$ cat src/rtl/tsf_pkg.sv
// Purpose: Shared constants and carriers for the thermal status flag block
// Assumes: 25 MHz core clock, 11-bit two's complement readings, 0.125 degree step
// Notes: Command codes select registers on the management bus read path
package tsf_pkg;

  // Command codes
  localparam logic [7:0] CMD_SUMMARY = 8'h02;
  localparam logic [7:0] CMD_DIODE_FAULT = 8'h07;
  localparam logic [7:0] CMD_ALARM_A = 8'h08;

  // Reset and idle values
  localparam logic [7:0] SUMMARY_RESET = 8'h00;
  localparam logic [7:0] REG_ZERO = 8'h00;

  // Summary field positions
  localparam int BUSY_BIT = 7;
  localparam int PENDING_BIT = 6;
  localparam int ALARM3_ANY_BIT = 3;
  localparam int ALARM2_ANY_BIT = 2;
  localparam int ALARM1_ANY_BIT = 1;
  localparam int DIODE_ANY_BIT = 0;

  // Channel numbering: local is 0, remotes 1 to 4
  localparam int NUM_CHAN = 5;
  localparam int NUM_REMOTE = 4;
  localparam logic [2:0] CHAN_LOCAL = 3'h0;
  localparam logic [2:0] CHAN_REMOTE1 = 3'h1;
  localparam logic [2:0] CHAN_REMOTE2 = 3'h2;

  // Temperature format
  localparam int TEMP_W = 11;
  localparam logic [TEMP_W-1:0] TEMP_SIGNED_FAULT = 11'h400;
  localparam logic [TEMP_W-1:0] TEMP_UNSIGNED_FAULT = 11'h000;

  // Power-up not-ready time
  localparam int CLK_FREQ_HZ = 25_000_000;
  localparam int NOT_READY_TIME_MS = 30;
  localparam int NOT_READY_CYCLES = (NOT_READY_TIME_MS * CLK_FREQ_HZ) / 1000;

  // One finished conversion, with the front end's diode condition sensing
  typedef struct packed {
    logic done;
    logic [2:0] chan;
    logic [TEMP_W-1:0] reading;
    logic dpAtGround;
    logic dpAtMinus;
    logic dpAtSupply;
    logic dpFloating;
  } tsf_conv_t;

  // Thresholds for the first alarm
  typedef struct packed {
    logic [NUM_CHAN-1:0][TEMP_W-1:0] critLimit;
    logic [1:0][TEMP_W-1:0] alarmALimit;
    logic [TEMP_W-1:0] hysteresis;
    logic [NUM_CHAN-1:0] mask;
  } tsf_limits_t;

endpackage

$ cat src/rtl/tsf_alarm_chan.sv
// Purpose: One channel of threshold compare with shared hysteresis
// Assumes: Signed readings and limits, hysteresis non-negative
// Notes: Status only moves on an update strobe
`timescale 1ns/100ps
module tsf_alarm_chan #(
  parameter int TEMP_W = 11
) (
  input wire logic clk,
  input wire logic reset,
  input wire logic update,
  input wire logic signed [TEMP_W-1:0] reading,
  input wire logic signed [TEMP_W-1:0] limit,
  input wire logic [TEMP_W-1:0] hysteresis,
  output logic status
);

  logic status_ff;
  logic signed [TEMP_W:0] lowMark;
  logic setCond;
  logic clearCond;

  // One extra bit so limit minus hysteresis cannot wrap; compare must stay signed
  assign lowMark = $signed({limit[TEMP_W-1], limit}) - $signed({1'b0, hysteresis});
  assign setCond = reading >= limit;
  assign clearCond = $signed({reading[TEMP_W-1], reading}) < lowMark;

  always_ff @(posedge clk) begin
    if (reset) begin
      status_ff <= 1'b0;
    end else if (update) begin
      if (setCond) begin
        status_ff <= 1'b1;
      end else if (clearCond) begin
        status_ff <= 1'b0;
      end
    end
  end

  assign status = status_ff;
endmodule // tsf_alarm_chan

$ cat src/rtl/tsf_status.sv
// Purpose: Read-only status registers of a multi-channel temperature monitor
// Assumes: Conversion engine and limit registers live elsewhere and feed this block
// Notes: Registers are read by command byte; answers come one cycle after the request
`timescale 1ns/100ps

////////////////////////////////////////////////////////////////////////////////

// Behaviour
// - Summary bit 7 reads 1 while conversions run and 0 otherwise.
// - Summary bit 6 reads 1 during the roughly 30 ms power-up sequence, then 0.
// - Summary bits 5-4 and first alarm status bits 7-5 always read 0.
// - Summary bits 3-0 are the OR of alarm status registers 3, 2 and 1 and the diode fault register.
// - The summary register is read-only at command 0x02 and is 0x00 after reset.
// - The diode fault register is read-only at 0x07 with open and short bits per remote.
// - Remote n open sits at bit 2n-1 and short at bit 2n-2.
// - Short is D+ at ground or at D-, open is D+ at supply or floating.
// - A faulted channel's result reads 0 unsigned and -128.000 signed.
// - First alarm status reads at 0x08, bits 4-1 remotes 4-1, bit 0 local.
// - A first alarm bit sets when the reading reaches its channel's limit.
// - A set first alarm bit clears only below the limit minus shared hysteresis.
// - Remotes 1 and 2 use their own first alarm limits, the rest the critical limit.
// - The alarm output asserts when any unmasked first alarm status bit is set.
// - The alarm output deasserts once every unmasked first alarm status bit has cleared.
module tsf_status #(
  parameter int NOT_READY_CYCLES = tsf_pkg::NOT_READY_CYCLES
) (
  input wire logic clk,
  input wire logic reset,
  input wire logic convBusy,
  input wire tsf_pkg::tsf_conv_t conv,
  input wire logic [tsf_pkg::NUM_CHAN-1:0] chanEnable,
  input wire tsf_pkg::tsf_limits_t limits,
  input wire logic [7:0] alarm2Status,
  input wire logic [7:0] alarm3Status,
  input wire logic rdReq,
  input wire logic [7:0] rdCmd,
  output logic rdAck,
  output logic [7:0] rdData,
  output logic resultValid,
  output logic [2:0] resultChan,
  output logic [tsf_pkg::TEMP_W-1:0] resultSigned,
  output logic [tsf_pkg::TEMP_W-1:0] resultUnsigned,
  output logic alarmOutAN
);

  localparam int TW = tsf_pkg::TEMP_W;
  localparam int NC = tsf_pkg::NUM_CHAN;

  ////////////////////////////////////////////////////////////////////////////////
  // Power-up sequencing

  typedef enum logic [2:0] {
    PU_IDLE = 3'b001,
    PU_WAIT = 3'b010,
    PU_READY = 3'b100
  } tsf_pu_state_t;

  tsf_pu_state_t puState_ff;
  tsf_pu_state_t nxt_puState;
  logic [31:0] puCount_ff;
  logic powerupPending;

  always_comb begin
    nxt_puState = puState_ff;
    case (puState_ff)
      PU_IDLE: begin
        nxt_puState = PU_WAIT;
      end
      PU_WAIT: begin
        if (puCount_ff >= 32'(NOT_READY_CYCLES - 1)) begin
          nxt_puState = PU_READY;
        end
      end
      PU_READY: begin
        nxt_puState = PU_READY;
      end
      default: begin
        nxt_puState = PU_IDLE;
      end
    endcase
  end

  always_ff @(posedge clk) begin
    if (reset) begin
      puState_ff <= PU_IDLE;
    end else begin
      puState_ff <= nxt_puState;
    end
  end

  always_ff @(posedge clk) begin
    if (reset) begin
      puCount_ff <= 32'h0;
    end else if (puState_ff == PU_WAIT) begin
      puCount_ff <= puCount_ff + 32'h1;
    end
  end

  // Summary reads 0x00 in the first cycle out of reset, pending from the next
  assign powerupPending = (puState_ff == PU_WAIT);

  ////////////////////////////////////////////////////////////////////////////////
  // Diode fault register

  logic [7:0] diodeFault_ff;
  logic convRemote;
  logic convEnabled;
  logic faultShort;
  logic faultOpen;
  logic [1:0] remoteIdx;

  assign convEnabled = conv.done && chanEnable[conv.chan];
  assign convRemote = conv.chan != tsf_pkg::CHAN_LOCAL && conv.chan <= 3'(tsf_pkg::NUM_REMOTE);
  assign faultShort = conv.dpAtGround || conv.dpAtMinus;
  assign faultOpen = conv.dpAtSupply || conv.dpFloating;
  assign remoteIdx = 2'(conv.chan - 3'h1);

  always_ff @(posedge clk) begin
    if (reset) begin
      diodeFault_ff <= tsf_pkg::REG_ZERO;
    end else if (convEnabled && convRemote) begin
      diodeFault_ff[{remoteIdx, 1'b1}] <= faultOpen;
      diodeFault_ff[{remoteIdx, 1'b0}] <= faultShort;
    end
  end

  ////////////////////////////////////////////////////////////////////////////////
  // Reported result of the last conversion

  logic resultValid_ff;
  logic [2:0] resultChan_ff;
  logic [TW-1:0] resultSigned_ff;
  logic [TW-1:0] resultUnsigned_ff;
  logic convFault;

  assign convFault = convRemote && (faultShort || faultOpen);

  always_ff @(posedge clk) begin
    if (reset) begin
      resultValid_ff <= 1'b0;
      resultChan_ff <= tsf_pkg::CHAN_LOCAL;
      resultSigned_ff <= '0;
      resultUnsigned_ff <= '0;
    end else begin
      resultValid_ff <= convEnabled;
      if (convEnabled) begin
        resultChan_ff <= conv.chan;
        if (convFault) begin
          resultSigned_ff <= tsf_pkg::TEMP_SIGNED_FAULT;
          resultUnsigned_ff <= tsf_pkg::TEMP_UNSIGNED_FAULT;
        end else begin
          resultSigned_ff <= conv.reading;
          // Unsigned format cannot show below zero, so clamp there
          resultUnsigned_ff <= conv.reading[TW-1] ? '0 : conv.reading;
        end
      end
    end
  end

  ////////////////////////////////////////////////////////////////////////////////
  // First alarm status, one comparator per channel

  logic [NC-1:0] alarmAStat;
  logic [NC-1:0] chanUpdate;

  for (genvar ch = 0; ch < NC; ch++) begin : gChan
    logic [TW-1:0] chanLimit;
    // Remotes 1 and 2 carry a dedicated first alarm limit
    if (ch == 1 || ch == 2) begin : gOwn
      assign chanLimit = limits.alarmALimit[ch-1];
    end else begin : gCrit
      assign chanLimit = limits.critLimit[ch];
    end
    assign chanUpdate[ch] = convEnabled && conv.chan == 3'(ch) && !convFault;
    tsf_alarm_chan #(
      .TEMP_W(TW)
    ) uAlarm (
      .clk(clk),
      .reset(reset),
      .update(chanUpdate[ch]),
      .reading(conv.reading),
      .limit(chanLimit),
      .hysteresis(limits.hysteresis),
      .status(alarmAStat[ch])
    );
  end

  logic [7:0] alarmAReg;
  assign alarmAReg = {3'h0, alarmAStat};

  ////////////////////////////////////////////////////////////////////////////////
  // Alarm output pin

  logic alarmOutAN_ff;

  always_ff @(posedge clk) begin
    if (reset) begin
      alarmOutAN_ff <= 1'b1;
    end else begin
      // Low while any unmasked bit is set, high once clear
      alarmOutAN_ff <= ~|(alarmAStat & ~limits.mask);
    end
  end

  ////////////////////////////////////////////////////////////////////////////////
  // Summary register

  logic [7:0] summary_ff;

  always_ff @(posedge clk) begin
    if (reset) begin
      summary_ff <= tsf_pkg::SUMMARY_RESET;
    end else begin
      summary_ff <= tsf_pkg::REG_ZERO;
      summary_ff[tsf_pkg::BUSY_BIT] <= convBusy;
      summary_ff[tsf_pkg::PENDING_BIT] <= powerupPending;
      summary_ff[tsf_pkg::ALARM3_ANY_BIT] <= |alarm3Status;
      summary_ff[tsf_pkg::ALARM2_ANY_BIT] <= |alarm2Status;
      summary_ff[tsf_pkg::ALARM1_ANY_BIT] <= |alarmAReg;
      summary_ff[tsf_pkg::DIODE_ANY_BIT] <= |diodeFault_ff;
    end
  end

  ////////////////////////////////////////////////////////////////////////////////
  // Command byte read path; unmapped codes answer zero

  logic rdAck_ff;
  logic [7:0] rdData_ff;

  always_ff @(posedge clk) begin
    if (reset) begin
      rdAck_ff <= 1'b0;
      rdData_ff <= tsf_pkg::REG_ZERO;
    end else begin
      rdAck_ff <= rdReq;
      if (rdReq) begin
        case (rdCmd)
          tsf_pkg::CMD_SUMMARY: rdData_ff <= summary_ff;
          tsf_pkg::CMD_DIODE_FAULT: rdData_ff <= diodeFault_ff;
          tsf_pkg::CMD_ALARM_A: rdData_ff <= alarmAReg;
          default: rdData_ff <= tsf_pkg::REG_ZERO;
        endcase
      end
    end
  end

  assign rdAck = rdAck_ff;
  assign rdData = rdData_ff;
  assign resultValid = resultValid_ff;
  assign resultChan = resultChan_ff;
  assign resultSigned = resultSigned_ff;
  assign resultUnsigned = resultUnsigned_ff;
  assign alarmOutAN = alarmOutAN_ff;
endmodule // tsf_status

$ cat config.mk
export PLATFORM = sky130hd
export DESIGN_NAME = tsf_status
export DESIGN_NICKNAME = d
export VERILOG_FILES = /design/src/rtl/tsf_pkg.sv /design/src/rtl/tsf_alarm_chan.sv /design/src/rtl/tsf_status.sv
export SDC_FILE = /design/constraint.sdc
export NUM_CORES = 1
export LEC_CHECK = 0
export BUFFER_PORTS_ARGS = -buffer_cell sky130_fd_sc_hd__buf_2
export CAP_MARGIN = 25
export CORE_UTILIZATION = 30
export DETAILED_ROUTE_END_ITERATION = 12
export MAX_ROUTING_LAYER = met4
export SLEW_MARGIN = 20
export SYNTH_ARGS = -nofsm -noshare
export SYNTH_HDL_FRONTEND = slang
export SYNTH_SLANG_ARGS = --single-unit
$ cat constraint.sdc
create_clock -name clk -period 3.9 [get_ports clk]
set_input_delay 0.78 -clock clk [delete_from_list [all_inputs] [get_ports clk]]
set_output_delay 0.78 -clock clk [all_outputs]
set_load 0.005 [all_outputs]
==> impl_results.md, run 1 <==
* Status: finished clean
* Core footprint at 0.0279 mm²
* CTS tree: built
* Die height at 171 µm
* Kind of cell adding the most delay to the critical path: compound AO/OA/AOI/OAI gates
* Clk_lat worst skew at 0.34 ns
* Critical path startpoint category: primary input
* Post-synth cell types at 74
* Total track usage at 18.5%
* Hold Fails Final Rpt at 0
* Chip width at 171 µm
* Post-CTS Setup Inserts at 0
* Leakage at 4.89 nW
* Commonest cells after routing, fill and taps aside: ha_1, buf_2, a21oi_1
* Peak supply drop at 0.192 mV
* Sequential cell area fraction in the yosys report at 20.8%
* Clk pwr share at 28.3%
* Root Driver: clkbuf_16
* First-pass detailed-route iteration total at 5
* DRT antenna net count at 0
* Crit path DAT at 3.95 ns
* Vias at 8,307
* Max Cap Viol at 0
* Yosys warnings at 0
* Internal power at 1.90 mW
* Sw Pwr at 1.03 mW
* Crit path time final at 3.74 ns
* DP Wirelength at 20.5 mm
* Remaining global-route overflow at 0
* 1st-iter DRT viols at 406
* Num Clock Sinks at 89
* CP Max Fanout at 2
* CP Class: in2reg
* Fin. max-slew vios at 0
* Share of layout cells above drive strength 1 at 20.3%
* Number of diodes at 0
* Crit path cell chain: buf_2, inv_1, ha_1, inv_1, fa_2, a21oi_2, o21ai_1, a2111oi_2, buf_4, o31ai_1, a21oi_1, xor2_1, ha_1, a211oi_2, nand2_1, a2111oi_2, o21ai_1, a2bb2oi_1, nor2_1
* Comb power frac at 38.3%
* Register bit count reported by yosys at 89
* CP endpoint kind: flip-flop
* Total power at 2.93 mW
* Worst slew pin tran at 0.804 ns
* Clock slew at reported path FFs at 0.07 ns
* Synthesized net count at 1,391
* RSZ-0062 raised after global routing: no
* Gpl congestion at 0.834
* Number of global-route vias before repair at 7,696
* Worst Skew at 0.00840 ns
* Antenna violations before repair at 0
* Sw frac at 35.1%
* Clock Path Buffers at 2
* DRC viols at 0
* Synthesized area at 0.00856 mm²
* Final net count at 1,585
* Starting Density at 30.6%
* Drt wl/cell at 15.6 µm
* Ports at 181
* Setup violations, final at 0
* Worst min-delay path class: reg2reg
* Max stage delay on crit path at 0.37 ns
* First-pass GRT wire length at 40.7 mm
* Core Rows at 61
* Port Buffers at 157
* Number of flops mapped to enable cells by yosys at 0
* Area growth from synthesis to layout at 21.6%
* Cell count after synthesis at 1,075
* Number of CTS-inserted buffers at 9
* H-tree levels at 3
* Final Cycle Share at 95.9%
* Critical Path RT at 4.11 ns
* Asr flop ratio synth at 0%
* Primary FF master, synth: dfxtp_1
* Max Fclk at 267 MHz
* Most common cell after layout, fill and taps aside: ha_1
* Sequential Power Share at 33.4%
* Power Density at 282 mW/mm²
* Worst path buffer plus inverter count at 4
* Hold Slack at 0.451 ns
* Largest net degree at the start of global routing at 57
* Syn avg cell area at 7.96 µm²
* Post-Route WL at 25.8 mm
* Slowest CP cell: a2111oi_2
* Die ar. at 0.0292 mm²
* Slew margin rel. at 46.0%
* Vias per cell at 5.03
## Yosys cell counts (8+ instances only)
cell type	n	area, µm²
a21oi_1	107	536
nand2_1	98	368
or3_1	9	56.3
ha_1	166	2080
nor2_1	96	360
dfxtp_1	89	1780
a211oi_1	8	60.1
o21ai_0	31	155
inv_1	98	368
xor2_1	41	359
a21o_1	13	97.6
xnor2_1	35	307
nor4_1	12	75.1
nand4_1	13	81.3
nor2b_1	20	125
and3_1	8	50.1
clkbuf_1	11	41.3
o21a_1	10	75.1
nand3_1	44	220
o211ai_1	9	67.6
nand2b_1	8	50.1
nor3_1	22	110
## metrics by stage
stage          worst slack, ns  std cells  utilization, %  TNS [ns]  area [µm²]
2_1_floorplan           0.0525       1075               -         0        8560
3_3_place_gp            -0.415       1636            36.0    -0.770       10100
3_5_place_dp            -0.435       1636            36.0    -0.762       10100
4_1_cts                0.00186       1652            37.1         0       10400
5_1_grt                 0.0168       1652            37.2         0       10400
6_report                 0.160       1652            37.2         0       10400
## power groups by stage
stage	combinational [mW]	sequential [mW]	clock, mW
after floorplan	0.735	0.991	0
after global placement	1.07	0.997	0
after detailed placement	1.10	0.998	0
after CTS	1.11	0.977	0.851
after global routing	1.28	0.982	0.894
final	1.12	0.977	0.829
## worst reg2reg max path: stages (launching register included)
cell	delay, ns
dfxtp_1	0.40
nor3b_4	0.57
nand4_2	0.40
nor4_1	0.49
nand4_1	0.18
xor2_1	0.16
nor2_1	0.05
## sequential cells by signal (all words and copies together) (netlist names)
signal,cells
puCount_ff,32
resultSigned,11
resultUnsigned,10
diodeFault_ff,8
rdData,8
summary_ff,6
gChan.uAlarm.status,5
puState_ff,3
resultChan,3
alarmOutAN,1
rdAck,1
resultValid,1
## what timing repair did
action | CTS | global route
pin swaps | 3 | 4
endpoints found under the setup margin | 1 | 2
gates resized for setup | 5 | 11
hold buffers | 0 | 0
## path summary, 6_finish.rpt
kind,start,end,slack (ns),cells after the start
setup / recovery,limits[82],gChan[4].uAlarm.status,0.16,19
hold / removal,resultSigned[2],resultSigned[2],0.45,2
setup reg to reg,puState_ff[1],puCount_ff[31],1.52,6
hold reg to reg,resultSigned[2],resultSigned[2],0.45,2
## per-layer routing
| metal | track usage [%] | part of all wire [%] | wire [µm] | vias to the layer above |
|---|---|---|---|---|
| met5 | - | 0 | 0 | - |
| met4 | 3.88 | 1.2 | 309 | 0 |
| met3 | 2.27 | 5.1 | 1310 | 20 |
| met2 | 29.8 | 45 | 11500 | 205 |
| met1 | 24.6 | 49 | 12700 | 3840 |
| li1 | - | - | - | 4242 |
## cell families after synthesis
| logic type | share of synthesized area (%) |
|---|---|
| AO/OA/AOI/OAI | 18.5 |
| XOR/XNOR | 7.78 |
| adder cells (fa/ha/maj) | 25.4 |
| buffers and inverters | 5.38 |
| flip-flops | 20.8 |
| multiplexers | 0.731 |
| other | 0.0438 |
| AND/OR/NAND/NOR | 21.3 |
## final cells by class
| cell class | count | area [µm²] |
|---|---|---|
| fill | 2948 | 17500 |
| sequential | 89 | 1780 |
| multi-input combinational | 868 | 6360 |
| clock buffer | 9 | 225 |
| timing repair buffer | 202 | 1120 |
| clock inverter | 7 | 60.1 |
| tap | 378 | 473 |
| inverter | 99 | 372 |
Note: power is estimated with default switching activity, not from simulation.
==> run 2: changes to the inputs <==
--- a/config.mk
+++ b/config.mk
@@ -5,10 +5,10 @@
 export SDC_FILE = /design/constraint.sdc
 export NUM_CORES = 1
 export LEC_CHECK = 0
-export BUFFER_PORTS_ARGS = -buffer_cell sky130_fd_sc_hd__buf_2
 export CAP_MARGIN = 25
 export CORE_UTILIZATION = 30
 export DETAILED_ROUTE_END_ITERATION = 12
+export DONT_BUFFER_PORTS = 1
 export MAX_ROUTING_LAYER = met4
 export SLEW_MARGIN = 20
 export SYNTH_ARGS = -nofsm -noshare
==> impl_results.md, run 2 (synthesis results as in run 1) <==
* Fin cells at 1,474 (was 1,652)
* Gpl congestion at 0.882 (was 0.834)
* Worst Skew at 0.00994 ns (was 0.00840 ns)
* Number of CTS-inserted buffers at 9 (unchanged)
* Drt wl/cell at 17.5 µm (was 15.6 µm)
* Cts hold-fix bufs at 0 (unchanged)
* Die ar. at 0.0292 mm² (unchanged)
* R2R setup slack at 1.48 ns (was 1.52 ns)
* Post-Route WL at 25.8 mm (about the same)
* Final Cell Area at 0.00945 mm² (was 0.0104 mm²)
* DRT antenna net count at 0 (unchanged)
* Total track usage at 18.1% (was 18.5%)
* DRC viols at 0 (unchanged)
* Fin. max-slew vios at 0 (unchanged)
* Placed cell count at 1,457 (was 1,636)
* First-pass GRT wire length at 38.9 mm (was 40.7 mm)
* Die height at 171 µm (unchanged)
* Hold Fails Final Rpt at 0 (unchanged)
* Post-layout util at 33.8% (was 37.2%)
* Dpl ws at -0.264 ns (was -0.435 ns)
* Worst path buffer plus inverter count at 3 (was 4)
* Ports at 181 (unchanged)
* 1st-iter DRT viols at 475 (was 406)
* CTS tree: built (unchanged)
* Crit path cell chain: inv_1, ha_1, inv_1, fa_2, a21oi_2, o21ai_1, a2111oi_2, buf_4, o31ai_1, a21oi_1, xor2_1, ha_1, a211oi_1, nand2_1, a2111oi_4, o21ai_0, a2bb2oi_1, nor2_1 (was buf_2, inv_1, ha_1, inv_1, fa_2, a21oi_2, o21ai_1, a2111oi_2, buf_4, o31ai_1, a21oi_1, xor2_1, ha_1, a211oi_2, nand2_1, a2111oi_2, o21ai_1, a2bb2oi_1, nor2_1)
* Num Clock Sinks at 89 (unchanged)
* Root Driver: clkbuf_16 (unchanged)
* Core Rows at 61 (unchanged)
* Total power at 2.76 mW (was 2.93 mW)
* Area growth from synthesis to layout at 10.4% (was 21.6%)
* H-tree levels at 3 (unchanged)
* Vias at 7,626 (was 8,307)
* Worst min-delay path class: reg2reg (unchanged)
* Largest net degree at the start of global routing at 78 (was 57)
* Clock slew at reported path FFs at 0.07 ns (about the same)
* Power Density at 292 mW/mm² (was 282 mW/mm²)
* CP Max Fanout at 2 (unchanged)
* Largest Register: puCount_ff (unchanged)
* Post-DP Area at 0.00911 mm² (was 0.0101 mm²)
* Max Cap Viol at 0 (unchanged)
* Setup violations, final at 0 (unchanged)
* Leakage at 4.12 nW (was 4.89 nW)
* Starting Density at 30.6% (unchanged)
* Crit path DAT at 3.94 ns (was 3.95 ns)
* Slew margin rel. at 41.6% (was 46.0%)
* Final Cycle Share at 94.7% (was 95.9%)
* Most common cell after layout, fill and taps aside: ha_1 (unchanged)
* Hold Slack at 0.468 ns (was 0.451 ns)
* First-pass detailed-route iteration total at 6 (was 5)
* Antenna violations before repair at 0 (unchanged)
* Worst setup margin at 0.207 ns (was 0.160 ns)
* Critical path startpoint category: primary input (unchanged)
* CP Class: in2reg (unchanged)
* Vias per cell at 5.17 (was 5.03)
* Core footprint at 0.0279 mm² (unchanged)
* Worst slew pin tran at 0.870 ns (was 0.804 ns)
* CP endpoint kind: flip-flop (unchanged)
* Max stage delay on crit path at 0.40 ns (was 0.37 ns)
* Commonest cells after routing, fill and taps aside: ha_1, a21oi_1, inv_1, nand2_1, nor2_1 (was ha_1, buf_2, a21oi_1)
* Share of layout cells above drive strength 1 at 6.93% (was 20.3%)
* Max reg flops at 32 (unchanged)
* Max Fclk at 271 MHz (was 267 MHz)
* Peak supply drop at 0.217 mV (was 0.192 mV)
* DP Wirelength at 20.0 mm (was 20.5 mm)
* Critical Path RT at 4.14 ns (was 4.11 ns)
* Final net count at 1,407 (was 1,585)
* Crit path time final at 3.69 ns (was 3.74 ns)
* Remaining global-route overflow at 0 (unchanged)
* Number of diodes at 0 (unchanged)
* Kind of cell adding the most delay to the critical path: compound AO/OA/AOI/OAI gates (unchanged)
* Clk_lat worst skew at 0.35 ns (was 0.34 ns)
* Final setup TNS at 0 ns (unchanged)
* Clock Path Buffers at 2 (unchanged)
* Chip width at 171 µm (unchanged)
* Port Buffers at 0 (was 157)
* Status: finished clean (unchanged)
* Number of global-route vias before repair at 7,121 (was 7,696)
* Slowest CP cell: a2111oi_2 (unchanged)
[run 2: cell count changes in the layout (fill, tap and decap cells not counted), sizes merged]
| cell | before | now |
|---|---|---|
| clkbuf | 9 | 10 |
| buf | 202 | 24 |
| inv | 102 | 101 |
[run 2: final timing paths]
kind,start,endpoint,cells past startpoint
setup / recovery,limits[82],gChan[4].uAlarm.status,18
hold / removal,resultSigned[3],resultSigned[3],2
setup reg to reg,puState_ff[1],puCount_ff[31],6
hold reg to reg,resultSigned[3],resultSigned[3],2
[run 2: what timing repair did]
action,CTS,global route
setup buffers,0,1
gates resized for setup,0,11
setup endpoints to repair,0,2
[run 2: worst min-delay path: stages, from the launching register on]
cell     delay, ns
dfxtp_1       0.32
nand2_1       0.05
a21oi_1       0.05
[run 2: cell type report]
| cell class | instances | area, µm² |
|---|---|---|
| sequential | 89 | 1780 |
| tap | 378 | 473 |
| multi-input combinational | 868 | 6360 |
| clock inverter | 6 | 51.3 |
| fill | 3032 | 18500 |
| timing repair buffer | 24 | 180 |
| clock buffer | 10 | 229 |
| inverter | 99 | 372 |
[run 2: layer usage]
| layer | part of all wire [%] | track usage, % | wire length (µm) |
|---|---|---|---|
| met1 | 47 | 23.5 | 12200 |
| met2 | 45 | 29.1 | 11600 |
| met3 | 6.9 | 3.72 | 1780 |
| met4 | 0.76 | 3.14 | 197 |
| met5 | 0 | - | 0 |
[run 2: power by group]
| group | internal (mW) | switching, mW | leakage, nW | total [mW] |
|---|---|---|---|---|
| combinational | 0.442 | 0.502 | 3.25 | 0.944 |
| clock | 0.442 | 0.393 | 0.139 | 0.835 |
| sequential | 0.944 | 0.0392 | 0.722 | 0.983 |
| total | 1.83 | 0.934 | 4.12 | 2.76 |
==> run 3: changes to the inputs <==
--- a/config.mk
+++ b/config.mk
@@ -6,10 +6,11 @@
 export NUM_CORES = 1
 export LEC_CHECK = 0
 export CAP_MARGIN = 25
-export CORE_UTILIZATION = 30
+export CORE_UTILIZATION = 60
 export DETAILED_ROUTE_END_ITERATION = 12
 export DONT_BUFFER_PORTS = 1
 export MAX_ROUTING_LAYER = met4
+export PLACE_DENSITY = 0.79
 export SLEW_MARGIN = 20
 export SYNTH_ARGS = -nofsm -noshare
 export SYNTH_HDL_FRONTEND = slang
==> impl_results.md, run 3 (synthesis results as in run 1) <==
* Status: finished clean (unchanged)
* Total power at 2.68 mW (was 2.76 mW)
* # fillers at 1,214 (was 3,032)
* H-tree levels at 3 (unchanged)
* Post-CTS Setup Inserts at 0 (unchanged)
* Core footprint at 0.0139 mm² (was 0.0279 mm²)
* Worst setup margin at 0.299 ns (was 0.207 ns)
* Core Rows at 43 (was 61)
* Sequential Area at 0.00178 mm² (unchanged)
* Setup violations, final at 0 (unchanged)
* DP Wirelength at 17.4 mm (was 20.0 mm)
* DRT antenna net count at 0 (unchanged)
* Crit path DAT at 3.84 ns (was 3.94 ns)
* Number of CTS-inserted buffers at 9 (unchanged)
* Leakage at 4.06 nW (was 4.12 nW)
* Routing usage on met2 at 48.6% (was 29.1%)
* CTS tree: built (unchanged)
* RSZ-0062 raised after global routing: no
* Crit path time final at 3.60 ns (was 3.69 ns)
* Antenna violations before repair at 0 (unchanged)
* CP Class: in2reg (unchanged)
* Placed cell count at 1,252 (was 1,457)
* Drt wl/cell at 17.2 µm (was 17.5 µm)
* Worst min-delay path class: reg2reg (unchanged)
* Number of diodes at 0 (unchanged)
* Commonest cells after routing, fill and taps aside: ha_1, a21oi_1, inv_1, nand2_1, nor2_1 (unchanged)
* Max reg flops at 32 (unchanged)
* Post-Route WL at 21.8 mm (was 25.8 mm)
* Fin. max-slew vios at 0 (unchanged)
* Vias at 7,629 (was 7,626)
* First-pass GRT wire length at 34.4 mm (was 38.9 mm)
* Vias per cell at 6.03 (was 5.17)
* Final Cycle Share at 92.3% (was 94.7%)
* Power Density at 295 mW/mm² (was 292 mW/mm²)
* Ports at 181 (unchanged)
* Max Cap Viol at 0 (unchanged)
* Critical path startpoint category: primary input (unchanged)
* Area growth from synthesis to layout at 6.29% (was 10.4%)
* Remaining global-route overflow at 0 (unchanged)
* Peak supply drop at 0.228 mV (was 0.217 mV)
* Gpl congestion at 0.859 (was 0.882)
* Port Buffers at 0 (unchanged)
* Multi-input gate area in the final layout at 0.00633 mm² (was 0.00636 mm²)
* 1st-iter DRT viols at 497 (was 475)
* Dpl ws at -0.192 ns (was -0.264 ns)
* Root Driver: clkbuf_16 (unchanged)
* Starting Density at 61.6% (was 30.6%)
* M1 GR Usage at 38.3% (was 23.5%)
* Fin cells at 1,266 (was 1,474)
* Number of global-route vias before repair at 6,994 (was 7,121)
* Most common cell after layout, fill and taps aside: ha_1 (unchanged)
* Num Clock Sinks at 89 (unchanged)
* Grt met3 use at 6.02% (was 3.72%)
* CP endpoint kind: flip-flop (unchanged)
* Largest net degree at the start of global routing at 78 (unchanged)
* Clk_lat worst skew at 0.34 ns (was 0.35 ns)
* Slew margin rel. at 40.9% (was 41.6%)
* Largest Register: puCount_ff (unchanged)
* Final net count at 1,399 (was 1,407)
* Final setup TNS at 0 ns (unchanged)
* Critical Path RT at 4.14 ns (about the same)
* Hold Fails Final Rpt at 0 (unchanged)
* DRC viols at 0 (unchanged)
* Die ar. at 0.0147 mm² (was 0.0292 mm²)
* CP Max Fanout at 2 (unchanged)
* Busiest grt layer: met2 (unchanged)
* Final Cell Area at 0.00909 mm² (was 0.00945 mm²)
* Die height at 121 µm (was 171 µm)
* Worst slew pin tran at 0.884 ns (was 0.870 ns)
* Clock Path Buffers at 2 (unchanged)
* Share of layout cells above drive strength 1 at 5.52% (was 6.93%)
* Total track usage at 30.4% (was 18.1%)
* Worst Skew at 0.00653 ns (was 0.00994 ns)
* Clock slew at reported path FFs at 0.06 ns (was 0.07 ns)
* Post-DP Area at 0.00881 mm² (was 0.00911 mm²)
* First-pass detailed-route iteration total at 5 (was 6)
* Max Fclk at 278 MHz (was 271 MHz)
* Chip width at 121 µm (was 171 µm)
[run 3: cell count changes in the layout (fill, tap and decap cells not counted), moves of 2 or more]
cell	change
buf_4	-8
clkbuf_1	+2
clkbuf_8	+2
clkinv_4	-2
inv_6	-2
[run 3: path summary, 6_finish.rpt]
path	slack, ns	to	from	depth (start not counted)
max	0.30	gChan[4].uAlarm.status	limits[82]	17
min	0.48	resultChan[2]	resultChan[2]	2
max reg2reg	1.55	puCount_ff[31]	puState_ff[1]	6
min reg2reg	0.48	resultChan[2]	resultChan[2]	2
[run 3: layout make-up]
| class | count | area share (%) |
|---|---|---|
| inverter | 99 | 4.09 |
| sequential | 89 | 19.6 |
| timing repair buffer | 16 | 1.32 |
| tap | 180 | 2.48 |
| clock buffer | 14 | 2.90 |
| multi-input combinational | 868 | 69.6 |
[run 3: stage by stage]
stage	util (%)	hold WS [ns]
2_1_floorplan	-	0.448
3_3_place_gp	63.5	0.460
3_5_place_dp	63.5	0.469
4_1_cts	65.4	0.476
5_1_grt	65.5	0.497
6_report	65.5	0.476
[run 3: routing by layer]
| metal | wire (µm) | vias up |
|---|---|---|
| met1 | 9940 | 3499 |
| met2 | 9820 | 214 |
| met5 | 0 | - |
| met3 | 1470 | 37 |
| li1 | - | 3879 |
| met4 | 568 | 0 |
[run 3: repair_timing]
| item | 4_1_cts | 5_1_grt |
|---|---|---|
| setup endpoints to repair | 0 | 2 |
| hold buffers | 0 | 0 |
| gates resized for setup | 0 | 7 |
[run 3: worst max-delay path, stage by stage]
cell       delay [ns]
inv_1            0.04
ha_1             0.16
inv_1            0.06
fa_1             0.40
a21oi_2          0.19
o21ai_1          0.11
a2111oi_2        0.41
o31ai_1          0.13
a21oi_1          0.18
xor2_1           0.17
ha_1             0.27
a211oi_2         0.21
nand2_1          0.10
a2111oi_1        0.34
o21ai_1          0.12
a2bb2oi_1        0.14
nor2_1           0.05
[run 3: where the power goes]
part | switching (mW) | total, mW | internal (mW)
clock network | 0.321 | 0.781 | 0.460
logic | 0.485 | 0.917 | 0.431
registers | 0.0385 | 0.983 | 0.945
